`src/rtl/lib_pkg.sv`:
```
package lib_pkg;

  // serial register map
  localparam logic [7:0] REG_MASTER_GLOBAL   = 8'h0E;
  localparam logic [7:0] MASTER_GLOBAL_RST   = 8'h00;
  localparam logic [7:0] READ_UNMAPPED_VALUE = 8'h00;

  // field layout of the master and global intensity register
  localparam int MASTER_MSB = 7;
  localparam int MASTER_LSB = 4;
  localparam int GLOBAL_MSB = 3;
  localparam int GLOBAL_LSB = 0;

  // pwm structure
  localparam int          LEVEL_W       = 4;
  localparam int          MASTER_STEPS  = 15;
  localparam int          SUB_SLOTS     = 16;
  localparam logic [3:0]  MASTER_LAST   = 4'hE;
  localparam logic [3:0]  SLOT_LAST     = 4'hF;
  localparam logic [3:0]  STATIC_CODE   = 4'hF;
  localparam logic [3:0]  MASTER_OFF    = 4'h0;
  localparam int          NUM_PORTS     = 16;
  localparam int          NUM_OUTS      = 17;

  // serial slave
  localparam logic [6:0]  SLAVE_ADDR_DEF = 7'h20;
  localparam logic [3:0]  BYTE_BITS      = 4'h8;
  localparam int          TICK_CYCLES_DEF = 64;

  typedef enum logic [6:0] {
    ST_IDLE = 7'h01,
    ST_ADDR = 7'h02,
    ST_CMD  = 7'h04,
    ST_WDAT = 7'h08,
    ST_ACK  = 7'h10,
    ST_RDAT = 7'h20,
    ST_MACK = 7'h40
  } lib_ser_st_e;

endpackage

```
`src/rtl/lib_pwm_if.sv`:
```
`timescale 1ns/1ps
interface lib_pwm_if;
  logic [3:0] slot;
  logic       gate;
  logic       running;

  modport src (
    output slot,
    output gate,
    output running
  );

  modport sink (
    input slot,
    input gate,
    input running
  );
endinterface

```
`src/rtl/led_intensity_blink_pwm.sv`:
```
// Summary of operation
// (RQ1) setting n below 0xF, phase bit 0: port low (n+1)/16, else released
// (RQ2) phase bit 1 inverts the pwm polarity for settings 0x0 to 0xE
// (RQ3) setting 0xF: static low with phase bit 0, static released with 1
// (RQ4) phase bits 0 then 1: low settings dim then bright, high opposite
// (RQ5) setting 0x7 gives half intensity in both blink phases
// (RQ6) phase bits 1 then 0 with 0xF: off in phase 0, on in phase 1
// (RQ7) register at command 0x0E holds master high nibble, global low nibble
// (RQ8) host writes the register and reads back the stored value
// (RQ9) master zero stops the oscillator, outputs static without pwm
// (RQ10) master m gives a master duty of m fifteenths
// (RQ11) master all ones gives full window, outputs follow own setting
// (RQ12) low nibble g below 15 gives the extra output (g+1)/16 of window
// (RQ13) low nibble all ones makes the extra output a static level
// (RQ14) global flag applies the low nibble to every output
// (RQ15) global control covers all ports together, individual mode mixes static
// (RQ16) all outputs share one counter and one pwm cycle start
`timescale 1ns/1ps
module led_intensity_blink_pwm
  import lib_pkg::*;
#(
  parameter logic [6:0] SLAVE_ADDR  = SLAVE_ADDR_DEF,
  parameter int         TICK_CYCLES = TICK_CYCLES_DEF
) (
  input  wire logic                          sys_clk,
  input  wire logic                          rst,
  input  wire logic                          sclIn,
  input  wire logic                          sdaIn,
  output logic                               sdaOut,
  output logic                               sdaOe,
  input  wire logic [NUM_PORTS*LEVEL_W-1:0]  portIntensity,
  input  wire logic                          globalIntensityEn,
  input  wire logic                          blinkPhase,
  input  wire logic [NUM_OUTS-1:0]           blinkPhase0Bits,
  input  wire logic [NUM_OUTS-1:0]           blinkPhase1Bits,
  output logic      [NUM_PORTS-1:0]          portPinsOut,
  output logic      [NUM_PORTS-1:0]          portPinsOe,
  output logic                               extraOutputPinOut,
  output logic                               extraOutputPinOe,
  output logic      [7:0]                    masterGlobalIntensity,
  output logic                               oscRunning
);
  import lib_pkg::*;

  localparam logic [15:0] TICK_LAST = 16'(TICK_CYCLES - 1);

  // ---------------- serial slave ----------------
  logic [1:0] busLevel;
  logic       sclLvl;
  logic       sdaLvl;
  logic       sclPrev_r;
  logic       sdaPrev_r;
  logic       sclRise;
  logic       sclFall;
  logic       startCond;
  logic       stopCond;

  lib_sync #(
    .WIDTH (2)
  ) u_sync (
    .sys_clk  (sys_clk),
    .rst      (rst),
    .asyncIn  ({sclIn, sdaIn}),
    .levelOut (busLevel)
  );

  assign sclLvl    = busLevel[1];
  assign sdaLvl    = busLevel[0];
  assign sclRise   = sclLvl && !sclPrev_r;
  assign sclFall   = !sclLvl && sclPrev_r;
  assign startCond = sclLvl && sclPrev_r && sdaPrev_r && !sdaLvl;
  assign stopCond  = sclLvl && sclPrev_r && !sdaPrev_r && sdaLvl;

  lib_ser_st_e st_r;
  lib_ser_st_e st_nxt;
  lib_ser_st_e afterAck_r;
  lib_ser_st_e afterAck_nxt;
  logic [3:0]  bitCnt_r;
  logic [3:0]  bitCnt_nxt;
  logic [7:0]  shift_r;
  logic [7:0]  shift_nxt;
  logic [7:0]  cmd_r;
  logic [7:0]  cmd_nxt;
  logic        nack_r;
  logic        nack_nxt;
  logic        sdaOe_r;
  logic        sdaOe_nxt;
  logic [7:0]  intens_r;
  logic [7:0]  intens_nxt;
  logic [7:0]  readData;

  // only the master and global register is mapped; other commands read zero
  assign readData = (cmd_r == REG_MASTER_GLOBAL) ? intens_r : READ_UNMAPPED_VALUE;  // see (RQ8)

  always_comb begin
    st_nxt       = st_r;
    afterAck_nxt = afterAck_r;
    bitCnt_nxt   = bitCnt_r;
    shift_nxt    = shift_r;
    cmd_nxt      = cmd_r;
    nack_nxt     = nack_r;
    sdaOe_nxt    = sdaOe_r;
    intens_nxt   = intens_r;
    if (startCond) begin
      // a repeated start keeps the command byte for a following read
      st_nxt     = ST_ADDR;
      bitCnt_nxt = 4'h0;
      sdaOe_nxt  = 1'b0;
    end else if (stopCond) begin
      st_nxt    = ST_IDLE;
      sdaOe_nxt = 1'b0;
    end else if (sclRise) begin
      if (st_r == ST_ADDR || st_r == ST_CMD || st_r == ST_WDAT) begin
        shift_nxt  = {shift_r[6:0], sdaLvl};
        bitCnt_nxt = bitCnt_r + 4'h1;
      end else if (st_r == ST_RDAT) begin
        bitCnt_nxt = bitCnt_r + 4'h1;
      end else if (st_r == ST_MACK) begin
        nack_nxt = sdaLvl;
      end
    end else if (sclFall) begin
      unique case (st_r)
        ST_IDLE: begin
          sdaOe_nxt = 1'b0;
        end
        ST_ADDR: begin
          if (bitCnt_r == BYTE_BITS) begin
            bitCnt_nxt = 4'h0;
            if (shift_r[7:1] == SLAVE_ADDR) begin
              sdaOe_nxt    = 1'b1;
              st_nxt       = ST_ACK;
              afterAck_nxt = shift_r[0] ? ST_RDAT : ST_CMD;
            end else begin
              st_nxt = ST_IDLE;
            end
          end
        end
        ST_CMD: begin
          if (bitCnt_r == BYTE_BITS) begin
            cmd_nxt      = shift_r;
            sdaOe_nxt    = 1'b1;
            st_nxt       = ST_ACK;
            afterAck_nxt = ST_WDAT;
          end
        end
        ST_WDAT: begin
          if (bitCnt_r == BYTE_BITS) begin
            if (cmd_r == REG_MASTER_GLOBAL) begin
              intens_nxt = shift_r;  // see (RQ7) see (RQ8)
            end
            sdaOe_nxt    = 1'b1;
            st_nxt       = ST_ACK;
            afterAck_nxt = ST_WDAT;
          end
        end
        ST_ACK: begin
          bitCnt_nxt = 4'h0;
          st_nxt     = afterAck_r;
          if (afterAck_r == ST_RDAT) begin
            shift_nxt = readData;
            sdaOe_nxt = !readData[7];
          end else begin
            sdaOe_nxt = 1'b0;
          end
        end
        ST_RDAT: begin
          if (bitCnt_r == BYTE_BITS) begin
            sdaOe_nxt = 1'b0;
            st_nxt    = ST_MACK;
          end else begin
            shift_nxt = {shift_r[6:0], 1'b0};
            sdaOe_nxt = !shift_r[6];
          end
        end
        ST_MACK: begin
          if (nack_r) begin
            st_nxt    = ST_IDLE;
            sdaOe_nxt = 1'b0;
          end else begin
            bitCnt_nxt = 4'h0;
            shift_nxt  = readData;
            sdaOe_nxt  = !readData[7];
            st_nxt     = ST_RDAT;
          end
        end
      endcase
    end
  end

  always_ff @(posedge sys_clk) begin
    if (rst) begin
      st_r       <= ST_IDLE;
      afterAck_r <= ST_IDLE;
      bitCnt_r   <= 4'h0;
      shift_r    <= 8'h00;
      cmd_r      <= 8'h00;
      nack_r     <= 1'b1;
      sdaOe_r    <= 1'b0;
      intens_r   <= MASTER_GLOBAL_RST;
      sclPrev_r  <= 1'b1;
      sdaPrev_r  <= 1'b1;
    end else begin
      st_r       <= st_nxt;
      afterAck_r <= afterAck_nxt;
      bitCnt_r   <= bitCnt_nxt;
      shift_r    <= shift_nxt;
      cmd_r      <= cmd_nxt;
      nack_r     <= nack_nxt;
      sdaOe_r    <= sdaOe_nxt;
      intens_r   <= intens_nxt;
      sclPrev_r  <= sclLvl;
      sdaPrev_r  <= sdaLvl;
    end
  end

  assign sdaOut = 1'b0;
  assign sdaOe  = sdaOe_r;
  assign masterGlobalIntensity = intens_r;

  // ---------------- shared pwm timebase ----------------
  logic [3:0]  masterLevel;
  logic [3:0]  globalLevel;
  logic        running;
  logic [15:0] tickCnt_r;
  logic [15:0] tickCnt_nxt;
  logic [3:0]  masterCnt_r;
  logic [3:0]  masterCnt_nxt;
  logic [3:0]  slot_r;
  logic [3:0]  slot_nxt;

  assign masterLevel = intens_r[MASTER_MSB:MASTER_LSB];  // see (RQ7)
  assign globalLevel = intens_r[GLOBAL_MSB:GLOBAL_LSB];  // see (RQ7)
  assign running     = (masterLevel != MASTER_OFF);      // see (RQ9)

  // each sub-slot spans fifteen master steps so the master gate repeats inside it
  always_comb begin
    tickCnt_nxt   = tickCnt_r;
    masterCnt_nxt = masterCnt_r;
    slot_nxt      = slot_r;
    if (!running) begin
      // oscillator held off; every counter parks at cycle start
      tickCnt_nxt   = 16'h0000;  // see (RQ9)
      masterCnt_nxt = 4'h0;
      slot_nxt      = 4'h0;
    end else if (tickCnt_r == TICK_LAST) begin
      tickCnt_nxt = 16'h0000;
      if (masterCnt_r == MASTER_LAST) begin
        masterCnt_nxt = 4'h0;
        slot_nxt      = slot_r + 4'h1;  // see (RQ16)
      end else begin
        masterCnt_nxt = masterCnt_r + 4'h1;
      end
    end else begin
      tickCnt_nxt = tickCnt_r + 16'h0001;
    end
  end

  always_ff @(posedge sys_clk) begin
    if (rst) begin
      tickCnt_r   <= 16'h0000;
      masterCnt_r <= 4'h0;
      slot_r      <= 4'h0;
    end else begin
      tickCnt_r   <= tickCnt_nxt;
      masterCnt_r <= masterCnt_nxt;
      slot_r      <= slot_nxt;
    end
  end

  lib_pwm_if pwmBus ();

  assign pwmBus.slot    = slot_r;
  // master m opens the gate for m of fifteen steps; 0xF keeps it open
  assign pwmBus.gate    = (masterCnt_r < masterLevel);  // see (RQ10) see (RQ11)
  assign pwmBus.running = running;  // see (RQ9)
  assign oscRunning     = running;

  // ---------------- per-output drive ----------------
  logic [NUM_OUTS-1:0] lowDrive;
  logic [NUM_OUTS-1:0] phaseBits;

  // the blink phase in force picks which bit set steers polarity
  assign phaseBits = blinkPhase ? blinkPhase1Bits : blinkPhase0Bits;

  for (genvar i = 0; i < NUM_PORTS; i++) begin : g_port
    logic [3:0] lvl;
    // global mode overrides every port at once, no per-port mixing
    assign lvl = globalIntensityEn ? globalLevel                    // see (RQ14) see (RQ15)
                                   : portIntensity[i*LEVEL_W +: LEVEL_W];
    lib_port_pwm u_port (
      .sys_clk  (sys_clk),
      .rst      (rst),
      .pwm      (pwmBus.sink),
      .level    (lvl),
      .phaseBit (phaseBits[i]),
      .lowDrive (lowDrive[i])
    );
  end

  lib_port_pwm u_extra (
    .sys_clk  (sys_clk),
    .rst      (rst),
    .pwm      (pwmBus.sink),
    .level    (globalLevel),  // see (RQ12) see (RQ13)
    .phaseBit (phaseBits[NUM_OUTS-1]),
    .lowDrive (lowDrive[NUM_OUTS-1])
  );

  // open drain: only ever pull low
  assign portPinsOut       = '0;
  assign portPinsOe        = lowDrive[NUM_PORTS-1:0];
  assign extraOutputPinOut = 1'b0;
  assign extraOutputPinOe  = lowDrive[NUM_OUTS-1];

endmodule

```
`src/rtl/lib_sync.sv`:
```
`timescale 1ns/1ps
module lib_sync #(
  parameter int WIDTH = 1
) (
  input  wire logic             sys_clk,
  input  wire logic             rst,
  input  wire logic [WIDTH-1:0] asyncIn,
  output logic      [WIDTH-1:0] levelOut
);
  logic [WIDTH-1:0] stage1_r;
  logic [WIDTH-1:0] stage2_r;
  logic [WIDTH-1:0] stage3_r;
  logic [WIDTH-1:0] level_r;
  logic [WIDTH-1:0] level_nxt;

  // a change counts only once the second and third stages agree
  always_comb begin
    level_nxt = level_r;
    for (int i = 0; i < WIDTH; i++) begin
      if (stage2_r[i] == stage3_r[i]) begin
        level_nxt[i] = stage2_r[i];
      end
    end
  end

  // idle bus level is high
  always_ff @(posedge sys_clk) begin
    if (rst) begin
      stage1_r <= '1;
      stage2_r <= '1;
      stage3_r <= '1;
      level_r  <= '1;
    end else begin
      stage1_r <= asyncIn;
      stage2_r <= stage1_r;
      stage3_r <= stage2_r;
      level_r  <= level_nxt;
    end
  end

  assign levelOut = level_r;
endmodule

```
`src/rtl/lib_port_pwm.sv`:
```
`timescale 1ns/1ps
module lib_port_pwm
  import lib_pkg::*;
(
  input  wire logic                 sys_clk,
  input  wire logic                 rst,
  lib_pwm_if.sink                   pwm,
  input  wire logic [LEVEL_W-1:0]   level,
  input  wire logic                 phaseBit,
  output logic                      lowDrive
);
  logic pwmLow;
  logic lowDrive_r;
  logic lowDrive_nxt;

  // on time is level+1 sixteenths of the master-gated window
  always_comb begin
    pwmLow = pwm.running && pwm.gate && (pwm.slot <= level);  // see (RQ1) see (RQ16)
    if (level == STATIC_CODE) begin
      lowDrive_nxt = !phaseBit;  // see (RQ3) see (RQ6)
    end else if (phaseBit) begin
      lowDrive_nxt = !pwmLow;  // see (RQ2) see (RQ4) see (RQ5)
    end else begin
      lowDrive_nxt = pwmLow;  // see (RQ1) see (RQ4) see (RQ5)
    end
  end

  always_ff @(posedge sys_clk) begin
    if (rst) begin
      lowDrive_r <= 1'b0;
    end else begin
      lowDrive_r <= lowDrive_nxt;
    end
  end

  assign lowDrive = lowDrive_r;
endmodule

```
`config.mk`:
```
export PLATFORM = sky130hd
export DESIGN_NAME = led_intensity_blink_pwm
export DESIGN_NICKNAME = d
export VERILOG_FILES = /design/src/rtl/lib_pkg.sv /design/src/rtl/lib_pwm_if.sv /design/src/rtl/led_intensity_blink_pwm.sv /design/src/rtl/lib_sync.sv /design/src/rtl/lib_port_pwm.sv
export SDC_FILE = /design/constraint.sdc
export NUM_CORES = 1
export LEC_CHECK = 0
export BUFFER_PORTS_ARGS = -buffer_cell sky130_fd_sc_hd__buf_2
export CAP_MARGIN = 20
export CELL_PAD_IN_SITES_DETAIL_PLACEMENT = 2
export CELL_PAD_IN_SITES_GLOBAL_PLACEMENT = 2
export CORE_ASPECT_RATIO = 1.1
export CORE_MARGIN = 10
export CORE_UTILIZATION = 30
export CTS_BUF_LIST = sky130_fd_sc_hd__clkbuf_8
export CTS_CLUSTER_DIAMETER = 150
export DETAILED_ROUTE_END_ITERATION = 10
export HOLD_SLACK_MARGIN = 0.15
export PLACE_DENSITY_LB_ADDON = 0.1
export SLEW_MARGIN = 20
export SYNTH_ARGS = -nofsm -noshare
export SYNTH_HDL_FRONTEND = slang
export SYNTH_SLANG_ARGS = --single-unit
export TNS_END_PERCENT = 100
```
`constraint.sdc`:
```
create_clock -name sys_clk -period 2.3 [get_ports sys_clk]
set_input_delay 0.345 -clock sys_clk [delete_from_list [all_inputs] [get_ports sys_clk]]
set_output_delay 0.345 -clock sys_clk [all_outputs]
set_load 0.02 [all_outputs]
```
-- Word-level counts from Yosys, hierarchy flattened
Cells that the tools add are included.
- bits in writable memories: 0
- memory bits (read-only): 0
- word-level logic and storage cells: 289
- output and inout port bits: 45
- bits of input ports: 104
- latch bits: 0
- flip-flop bits (word level): 95
- memories kept: 0
- div/mod/pow operators: 0
- shift operators: 0
- add/subtract/negate cells: 4
- equal/unequal tests: 46
- $mul: 0
- reductions and logical operators: 90
- bitwise gates (word level): 6
- magnitude comparators: 18
- mux-type cells: 89
- operator list (cell ; number):
    4-bit 2-to-1 mux ; 23
    4-bit equality test, second input constant ; 19
    4-bit less-or-equal comparator ; 17
    8-bit 2-to-1 mux ; 7
    7-bit 2-to-1 mux ; 6
    1-bit zero test ; 40
    1-bit 2-to-1 mux ; 40
    7-bit case mux with 5 select lines ; 1
    6-bit AND reduction ; 5
    1-bit logical AND ; 25
    8-bit case mux with 3 select lines ; 1
    7-bit by 6-bit equality test with 1-bit output, second input constant ; 3
    17-bit 2-to-1 mux ; 1
    16-bit by 1-bit adder with 16-bit output, second input constant ; 1
    16-bit by 6-bit equality test with 1-bit output, second input constant ; 1
    8-bit AND reduction ; 2
    7-bit case mux with 2 select lines ; 1
    4-bit by 1-bit adder with 4-bit output, second input constant ; 3
    6-bit 2-to-1 mux ; 2
    4-bit case mux with 3 select lines ; 1
    4-bit nonzero test ; 3
    2-bit by 1-bit inequality test with 1-bit output, second input constant ; 5
    3-bit inequality test, second input constant ; 3
    8-bit by 4-bit equality test with 1-bit output, second input constant ; 1
    26 further kinds ; 42

-- Longest topological paths before layout
- depth after elaboration: 8
- gate-level depth with buffers: 11
- gate-level depth less buffers: 10

-- Modules after synthesis
From an unflattened synthesis, not the netlist that was laid out.
- cells, all modules: 966
- area total of the unflattened synthesis: 7589.8 µm²
- by module, submodules not included (module ; times used ; seq. area each (µm²) ; cells each ; area each (µm²)):
    led_intensity_blink_pwm ; 1 ; 1341.3 ; 588 ; 4513.1
    lib_port_pwm (g_port[0].u_port ...) ; 15 ; 20.0 ; 21 ; 165.2
    lib_port_pwm (g_port[9].u_port ...) ; 2 ; 20.0 ; 21 ; 173.9
    lib_sync ; 1 ; 160.2 ; 21 ; 251.5

-- Worst setup path before layout
Ideal clock, no wire load.
- kind: reg-to-reg
- start point: reg intens_r[1], in the netlist masterGlobalIntensity[1]
- end point: reg g_port[0].u_port.lowDrive_r
- data arrival time: 2.284 ns
- slack: -0.055 ns
- path buffers: 2
- cell stages (with the launch flop): 11
- period minus slack after synthesis: 2.355 ns
- library setup time: 0.070 ns
- required time: 2.230 ns
- cell sequence: dfxtp_1 and2_1 clkbuf_1 clkbuf_1 a21oi_1 ha_1 a21oi_1 o21ai_0 a21oi_1 or3_1 a21oi_1
- cells in the longest elaborated chain, start to end: 6
- elaborated cells on any way between the ends: 7
- classes of those cells: order compare: 1; eq/ne: 1; mux: 3; reduce/logical: 2
- ends and longest elaborated chain (element ; RTL line ; source):
    start: declaration ; led_intensity_blink_pwm.sv:88 ; logic [7:0] intens_r;
    start signal: assignment ; led_intensity_blink_pwm.sv:210 ; intens_r <= intens_nxt;
    4-bit 2-to-1 mux * ; led_intensity_blink_pwm.sv:288 ; assign lvl = globalIntensityEn ? globalLevel
    4-bit less-or-equal comparator ; lib_port_pwm.sv:18 ; pwmLow = pwm.running && pwm.gate && (pwm.slot <= level);
    1-bit logical AND ; lib_port_pwm.sv:18 ;
    1-bit zero test ; lib_port_pwm.sv:22 ; lowDrive_nxt = !pwmLow;
    1-bit 2-to-1 mux ; lib_port_pwm.sv:21 ; end else if (phaseBit) begin
    1-bit 2-to-1 mux * ; lib_port_pwm.sv:19 ; if (level == STATIC_CODE) begin
    end signal: assignment ; lib_port_pwm.sv:32 ; lowDrive_r <= lowDrive_nxt;
    end: declaration ; lib_port_pwm.sv:13 ; logic lowDrive_r;
Every way passes the cells marked *; elsewhere a longest branch is shown, timed or not.
A chain may end at the register's enable or synchronous reset.

-- Worst setup path after layout
- start point: reg st_r[1]
- end point: reg shift_r[2]
- cells in the longest elaborated chain, start to end: 5
- elaborated cells on any way between the ends: 17
- classes of those cells: eq/ne: 10; mux: 3; reduce/logical: 4
- ends and longest elaborated chain (element ; RTL line ; source):
    start: declaration ; led_intensity_blink_pwm.sv:74 ; lib_ser_st_e st_r;
    start signal: assignment ; led_intensity_blink_pwm.sv:203 ; st_r <= st_nxt;
    7-bit by 2-bit equality test with 1-bit output or 7-bit by 3-bit equality test with 1-bit output (tied branches) ; led_intensity_blink_pwm.sv:113 ; if (st_r == ST_ADDR || st_r == ST_CMD || st_r == ST_WDAT) begin
    1-bit logical OR (2 in series) ; led_intensity_blink_pwm.sv:113 ;
    2-bit by 1-bit inequality test with 1-bit output (no line) ; - ;
    8-bit AND reduction (no line) ; - ;
    end signal: assignment ; led_intensity_blink_pwm.sv:206 ; shift_r <= shift_nxt;
    end: declaration ; led_intensity_blink_pwm.sv:80 ; logic [7:0] shift_r;
Several ways; a longest one is shown, not always the timed one. The select of a mux whose other input is x is not followed.

==> PnR_summary.wiki <==
{| class="wikitable"
! Metric !! Value
|-
| CP Data Arrival Time || 2.49 ns
|-
| CP max stage cell || sky130_fd_sc_hd__or4_4
|-
| Most used DFF post-synth || sky130_fd_sc_hd__dfxtp_1
|-
| Post-synthesis cell type count || 64
|-
| Util after Layout || approximately two fifths
|-
| Maximum root-to-sink buffer count || 2
|-
| Layout overhead on the synthesized area || 25.1%
|-
| Design area || between 8000 and 9000 µm²
|-
| Final worst-path cycle share || 95.7%
|-
| Post-detailed-routing wire length || 25400 µm
|-
| Worst Max-Slew Pin Slew || 0.704 ns
|-
| Routed length per placed instance || 19.2 µm
|-
| Kind of cell adding the most delay to the critical path || simple AND/OR/NAND/NOR gates
|-
| CTS sink cnt || 92
|-
| Number of max-slew violations in the final report || 0
|-
| Number of register bits inferred by synthesis || 92
|-
| Detailed-route DRC error count || 0
|-
| CTS clock-pin slew for the worst setup and hold paths || between 0.1 and 0.15 ns
|-
| Effective utilization at floorplan || 30.7%
|-
| Number of enable-type register cells in the synthesized netlist || 0
|-
| Number of cell rows || 57
|-
| Max H-tree Level || 3
|-
| Startpoint type of the worst setup path || register
|-
| Clk root buf || sky130_fd_sc_hd__clkbuf_8
|-
| Skew-Pair Late Insertion Delay || 0.38 ns
|-
| Max layer used || met4
|-
| Yosys Warn Count || 0
|-
| Worst max-slew margin expressed relative to the limit || 51.9%
|-
| Maximum operating frequency || 0.454 GHz
|-
| WL met3 || 1090 µm
|-
| Hold Vio Cnt, Final || 0
|-
| Proportion of netlist area held by the largest area contributor || 27.0%
|-
| Placed wire-length estimate || 19900 µm
|-
| Hold_ws || between 0.2 and 0.3 ns
|-
| Sum of overflow across all layers after global routing || 0
|-
| Run status || finished clean
|-
| Critical Setup Path Class || register to register
|-
| Number of antenna violations at the first check in global routing || 0
|-
| Leakage dissipation || 3.74 nW
|-
| Buf+Inv Stages, Crit Path || 1
|-
| Wire length of the first global-routing pass || 40400 µm
|-
| Worst setup skew after layout || 0.0108 ns
|-
| Cell Pwr Density || 393 nW/µm²
|-
| RePlAce Congestion || 0.821
|-
| Placeable core region || around 22000 µm²
|-
| Routed vias/inst || 5.20
|-
| Die ar. || 29200 µm²
|-
| CTS tree || built
|-
| Met2 routed WL || 12700 µm
|-
| Final antenna-violating net count || 0
|-
| VDD IR-drop max || approximately 0.22 mV
|-
| Number of vias after detailed routing || 6885
|-
| Share of the yosys chip area belonging to registers || 27.0%
|-
| Biggest fanout along the worst timing path || 8
|-
| CP Launch Point || st_r[1]
|-
| Number of primary I/O pins || 149
|-
| Max_cap viols || 0
|-
| Min-delay src || blinkPhase0Bits[1]
|-
| Class of the most critical hold timing path || input port to register
|-
| Floorplan die height || around 180 µm
|-
| Dominant cells by area after synthesis || sky130_fd_sc_hd__dfxtp_1, sky130_fd_sc_hd__ha_1, sky130_fd_sc_hd__a21oi_1
|-
| Cell accounting for the most synthesized area || sky130_fd_sc_hd__dfxtp_1
|-
| Instance count of the mapped netlist || between 800 and 900
|-
| Cells along the critical path || or4_4 -> or3_1 -> o31ai_4 -> a211oi_4 -> buf_4 -> a311oi_1
|-
| Maximum cell stage delay along the critical path || 0.57 ns
|-
| Area after DPL || 8230 µm²
|-
| Die W || 164 µm
|-
| Count of TritonRoute iterations in the first routing pass || 4
|-
| Wire length on met1 || 11300 µm
|-
| Via count of the first global-routing pass || 7556
|-
| Pin count of the biggest net entering global routing || 30
|-
| RSZ-0062 raised after global routing || no
|-
| Count of nets after finishing || roughly 1200
|-
| Mean instance size in the synthesized netlist || 8.01 µm²
|-
| Async SR Flop Fraction || 0%
|-
| Num CTS Buffers || 9
|-
| Ratio of cells with drive above 1 in the final layout || 25.8%
|-
| Launch instance of the worst register-to-register path || st_r[1]
|-
| Cell Area, Synth || 6820 µm²
|-
| Critical path data required time || 2.59 ns
|-
| Capturing element type of the critical path || register
|-
| Number of input and output port buffers inserted || 130
|-
| Finish-stage setup viols || 0
|-
| Minimum clock period || approximately 2.2 ns
|-
| Detailed Route Iter0 Violations || between 150 and 200
|-
| GRT Resource Usage Total || 17.2%
|}
==> state kept, by name (all words and copies together) (netlist names), 4 cells and up <==
register	count
bitCnt_r	4
g_port.u_port.lowDrive	16
pwmBus.slot	4
shift_r	8
st_r	7
afterAck_r	4
tickCnt_r	16
cmd_r	8
masterGlobalIntensity	8
masterCnt_r	4
==> power by group <==
part	total, mW	switching (mW)	internal (mW)
clock	1.24	0.714	0.526
combinational	0.489	0.274	0.215
sequential	1.62	0.00685	1.62
==> final timing paths <==
| check | endpoint | slack, ns | cells after the start |
|---|---|---|---|
| setup reg to reg | shift_r[2] | 0.1 | 6 |
| hold reg to reg | u_sync.stage2_r[1] | 0.42 | 1 |
| hold / removal | g_port[1].u_port.lowDrive | 0.26 | 4 |
| setup / recovery | shift_r[2] | 0.1 | 6 |
==> stage by stage <==
stage          setup slack, ns  total power [mW]   TNS, ns  std cells
3_5_place_dp           -0.0690              2.15    -0.406       1304
3_3_place_gp          -0.00610              2.14  -0.00610       1304
6_report                0.0978              3.35         0       1324
2_1_floorplan           0.0308              1.99         0        869
5_1_grt                0.00192              3.54         0       1323
4_1_cts                0.00763              3.42         0       1323
==> synthesized netlist by cell type, types with 10 or more instances <==
| cell type | count |
|---|---|
| sky130_fd_sc_hd__or3_1 | 15 |
| sky130_fd_sc_hd__or4_1 | 10 |
| sky130_fd_sc_hd__clkbuf_1 | 33 |
| sky130_fd_sc_hd__buf_4 | 35 |
| sky130_fd_sc_hd__nand2_1 | 53 |
| sky130_fd_sc_hd__or2_2 | 11 |
| sky130_fd_sc_hd__a21oi_1 | 127 |
| sky130_fd_sc_hd__inv_1 | 36 |
| sky130_fd_sc_hd__nor2b_1 | 12 |
| sky130_fd_sc_hd__nand3_1 | 29 |
| sky130_fd_sc_hd__xor2_1 | 19 |
| sky130_fd_sc_hd__nand4_1 | 16 |
| sky130_fd_sc_hd__mux2i_1 | 37 |
| sky130_fd_sc_hd__nor2_1 | 69 |
| sky130_fd_sc_hd__o211ai_1 | 10 |
| sky130_fd_sc_hd__o21ai_0 | 45 |
| sky130_fd_sc_hd__ha_1 | 79 |
| sky130_fd_sc_hd__dfxtp_1 | 92 |
==> what timing repair did <==
item,in CTS,in global routing
resized for setup,0,14
pin swaps,1,1
buffers inserted,2,0
endpoints found under the hold margin,2,0
setup endpoints to repair,8,31
cloned,0,0
hold buffers,2,0
==> worst reg2reg max path, stage by stage, from the launching register on <==
cell,delay [ns]
sky130_fd_sc_hd__dfxtp_2,0.35
sky130_fd_sc_hd__or4_4,0.57
sky130_fd_sc_hd__or3_1,0.41
sky130_fd_sc_hd__o31ai_4,0.29
sky130_fd_sc_hd__a211oi_4,0.08
sky130_fd_sc_hd__buf_4,0.18
sky130_fd_sc_hd__a311oi_1,0.22
==> placed cells by master (no fill, tap or decap), types with 4 or more instances in the layout <==
| cell type | Yosys | layout |
|---|---|---|
| sky130_fd_sc_hd__a2111oi_0 | 6 | 6 |
| sky130_fd_sc_hd__a21o_1 | 6 | 6 |
| sky130_fd_sc_hd__a21oi_1 | 127 | 125 |
| sky130_fd_sc_hd__a311oi_1 | 8 | 7 |
| sky130_fd_sc_hd__and2_1 | 5 | 4 |
| sky130_fd_sc_hd__and4_1 | 6 | 6 |
| sky130_fd_sc_hd__buf_12 | 0 | 8 |
| sky130_fd_sc_hd__buf_2 | 5 | 130 |
| sky130_fd_sc_hd__buf_4 | 35 | 79 |
| sky130_fd_sc_hd__clkbuf_8 | 0 | 9 |
| sky130_fd_sc_hd__conb_1 | 1 | 18 |
| sky130_fd_sc_hd__dfxtp_1 | 92 | 90 |
| sky130_fd_sc_hd__ha_1 | 79 | 79 |
| sky130_fd_sc_hd__inv_1 | 36 | 36 |
| sky130_fd_sc_hd__mux2i_1 | 37 | 37 |
| sky130_fd_sc_hd__nand2_1 | 53 | 53 |
| sky130_fd_sc_hd__nand2b_1 | 9 | 9 |
| sky130_fd_sc_hd__nand3_1 | 29 | 29 |
| sky130_fd_sc_hd__nand3b_1 | 4 | 4 |
| sky130_fd_sc_hd__nand4_1 | 16 | 16 |
| sky130_fd_sc_hd__nor2_1 | 69 | 69 |
| sky130_fd_sc_hd__nor2b_1 | 12 | 12 |
| sky130_fd_sc_hd__nor3_1 | 5 | 4 |
| sky130_fd_sc_hd__nor4b_1 | 8 | 7 |
| sky130_fd_sc_hd__o211ai_1 | 10 | 10 |
| sky130_fd_sc_hd__o21ai_0 | 45 | 44 |
| sky130_fd_sc_hd__or2_2 | 11 | 11 |
| sky130_fd_sc_hd__or3_1 | 15 | 15 |
| sky130_fd_sc_hd__or4_1 | 10 | 9 |
| sky130_fd_sc_hd__xnor2_1 | 6 | 6 |
| sky130_fd_sc_hd__xor2_1 | 19 | 18 |
==> per-layer routing <==
layer	track usage [%]	vias up
met2	30.8	135
met3	3.20	19
met4	4.02	0
met1	20.7	3348
met5	0	-
li1	-	3383
==> logic make-up after synthesis <==
| group | Yosys count | share of synthesized area, % |
|---|---|---|
| DFF | 92 | 27.0 |
| muxes | 38 | 5.59 |
| other | 1 | 0.0550 |
| and+or+nand+nor | 271 | 21.4 |
| buffers and inverters | 113 | 8.23 |
| xor gates and xnor gates | 25 | 3.21 |
| AOI/OAI and AO/OA | 233 | 20.1 |
| adders and majority gates | 79 | 14.5 |
==> area by class of cell <==
| class | count | area (µm²) |
|---|---|---|
| diodes | 1 | 2.50 |
| clock buffers | 9 | 124 |
| clock inverters | 6 | 78.8 |
| fillers | 2653 | 13700 |
| inverters | 38 | 143 |
| multi-input cells | 664 | 4550 |
| flip-flops and latches | 92 | 1840 |
| well taps | 295 | 369 |
| repair buffers | 219 | 1420 |
Power figures use the tool's default switching activity.
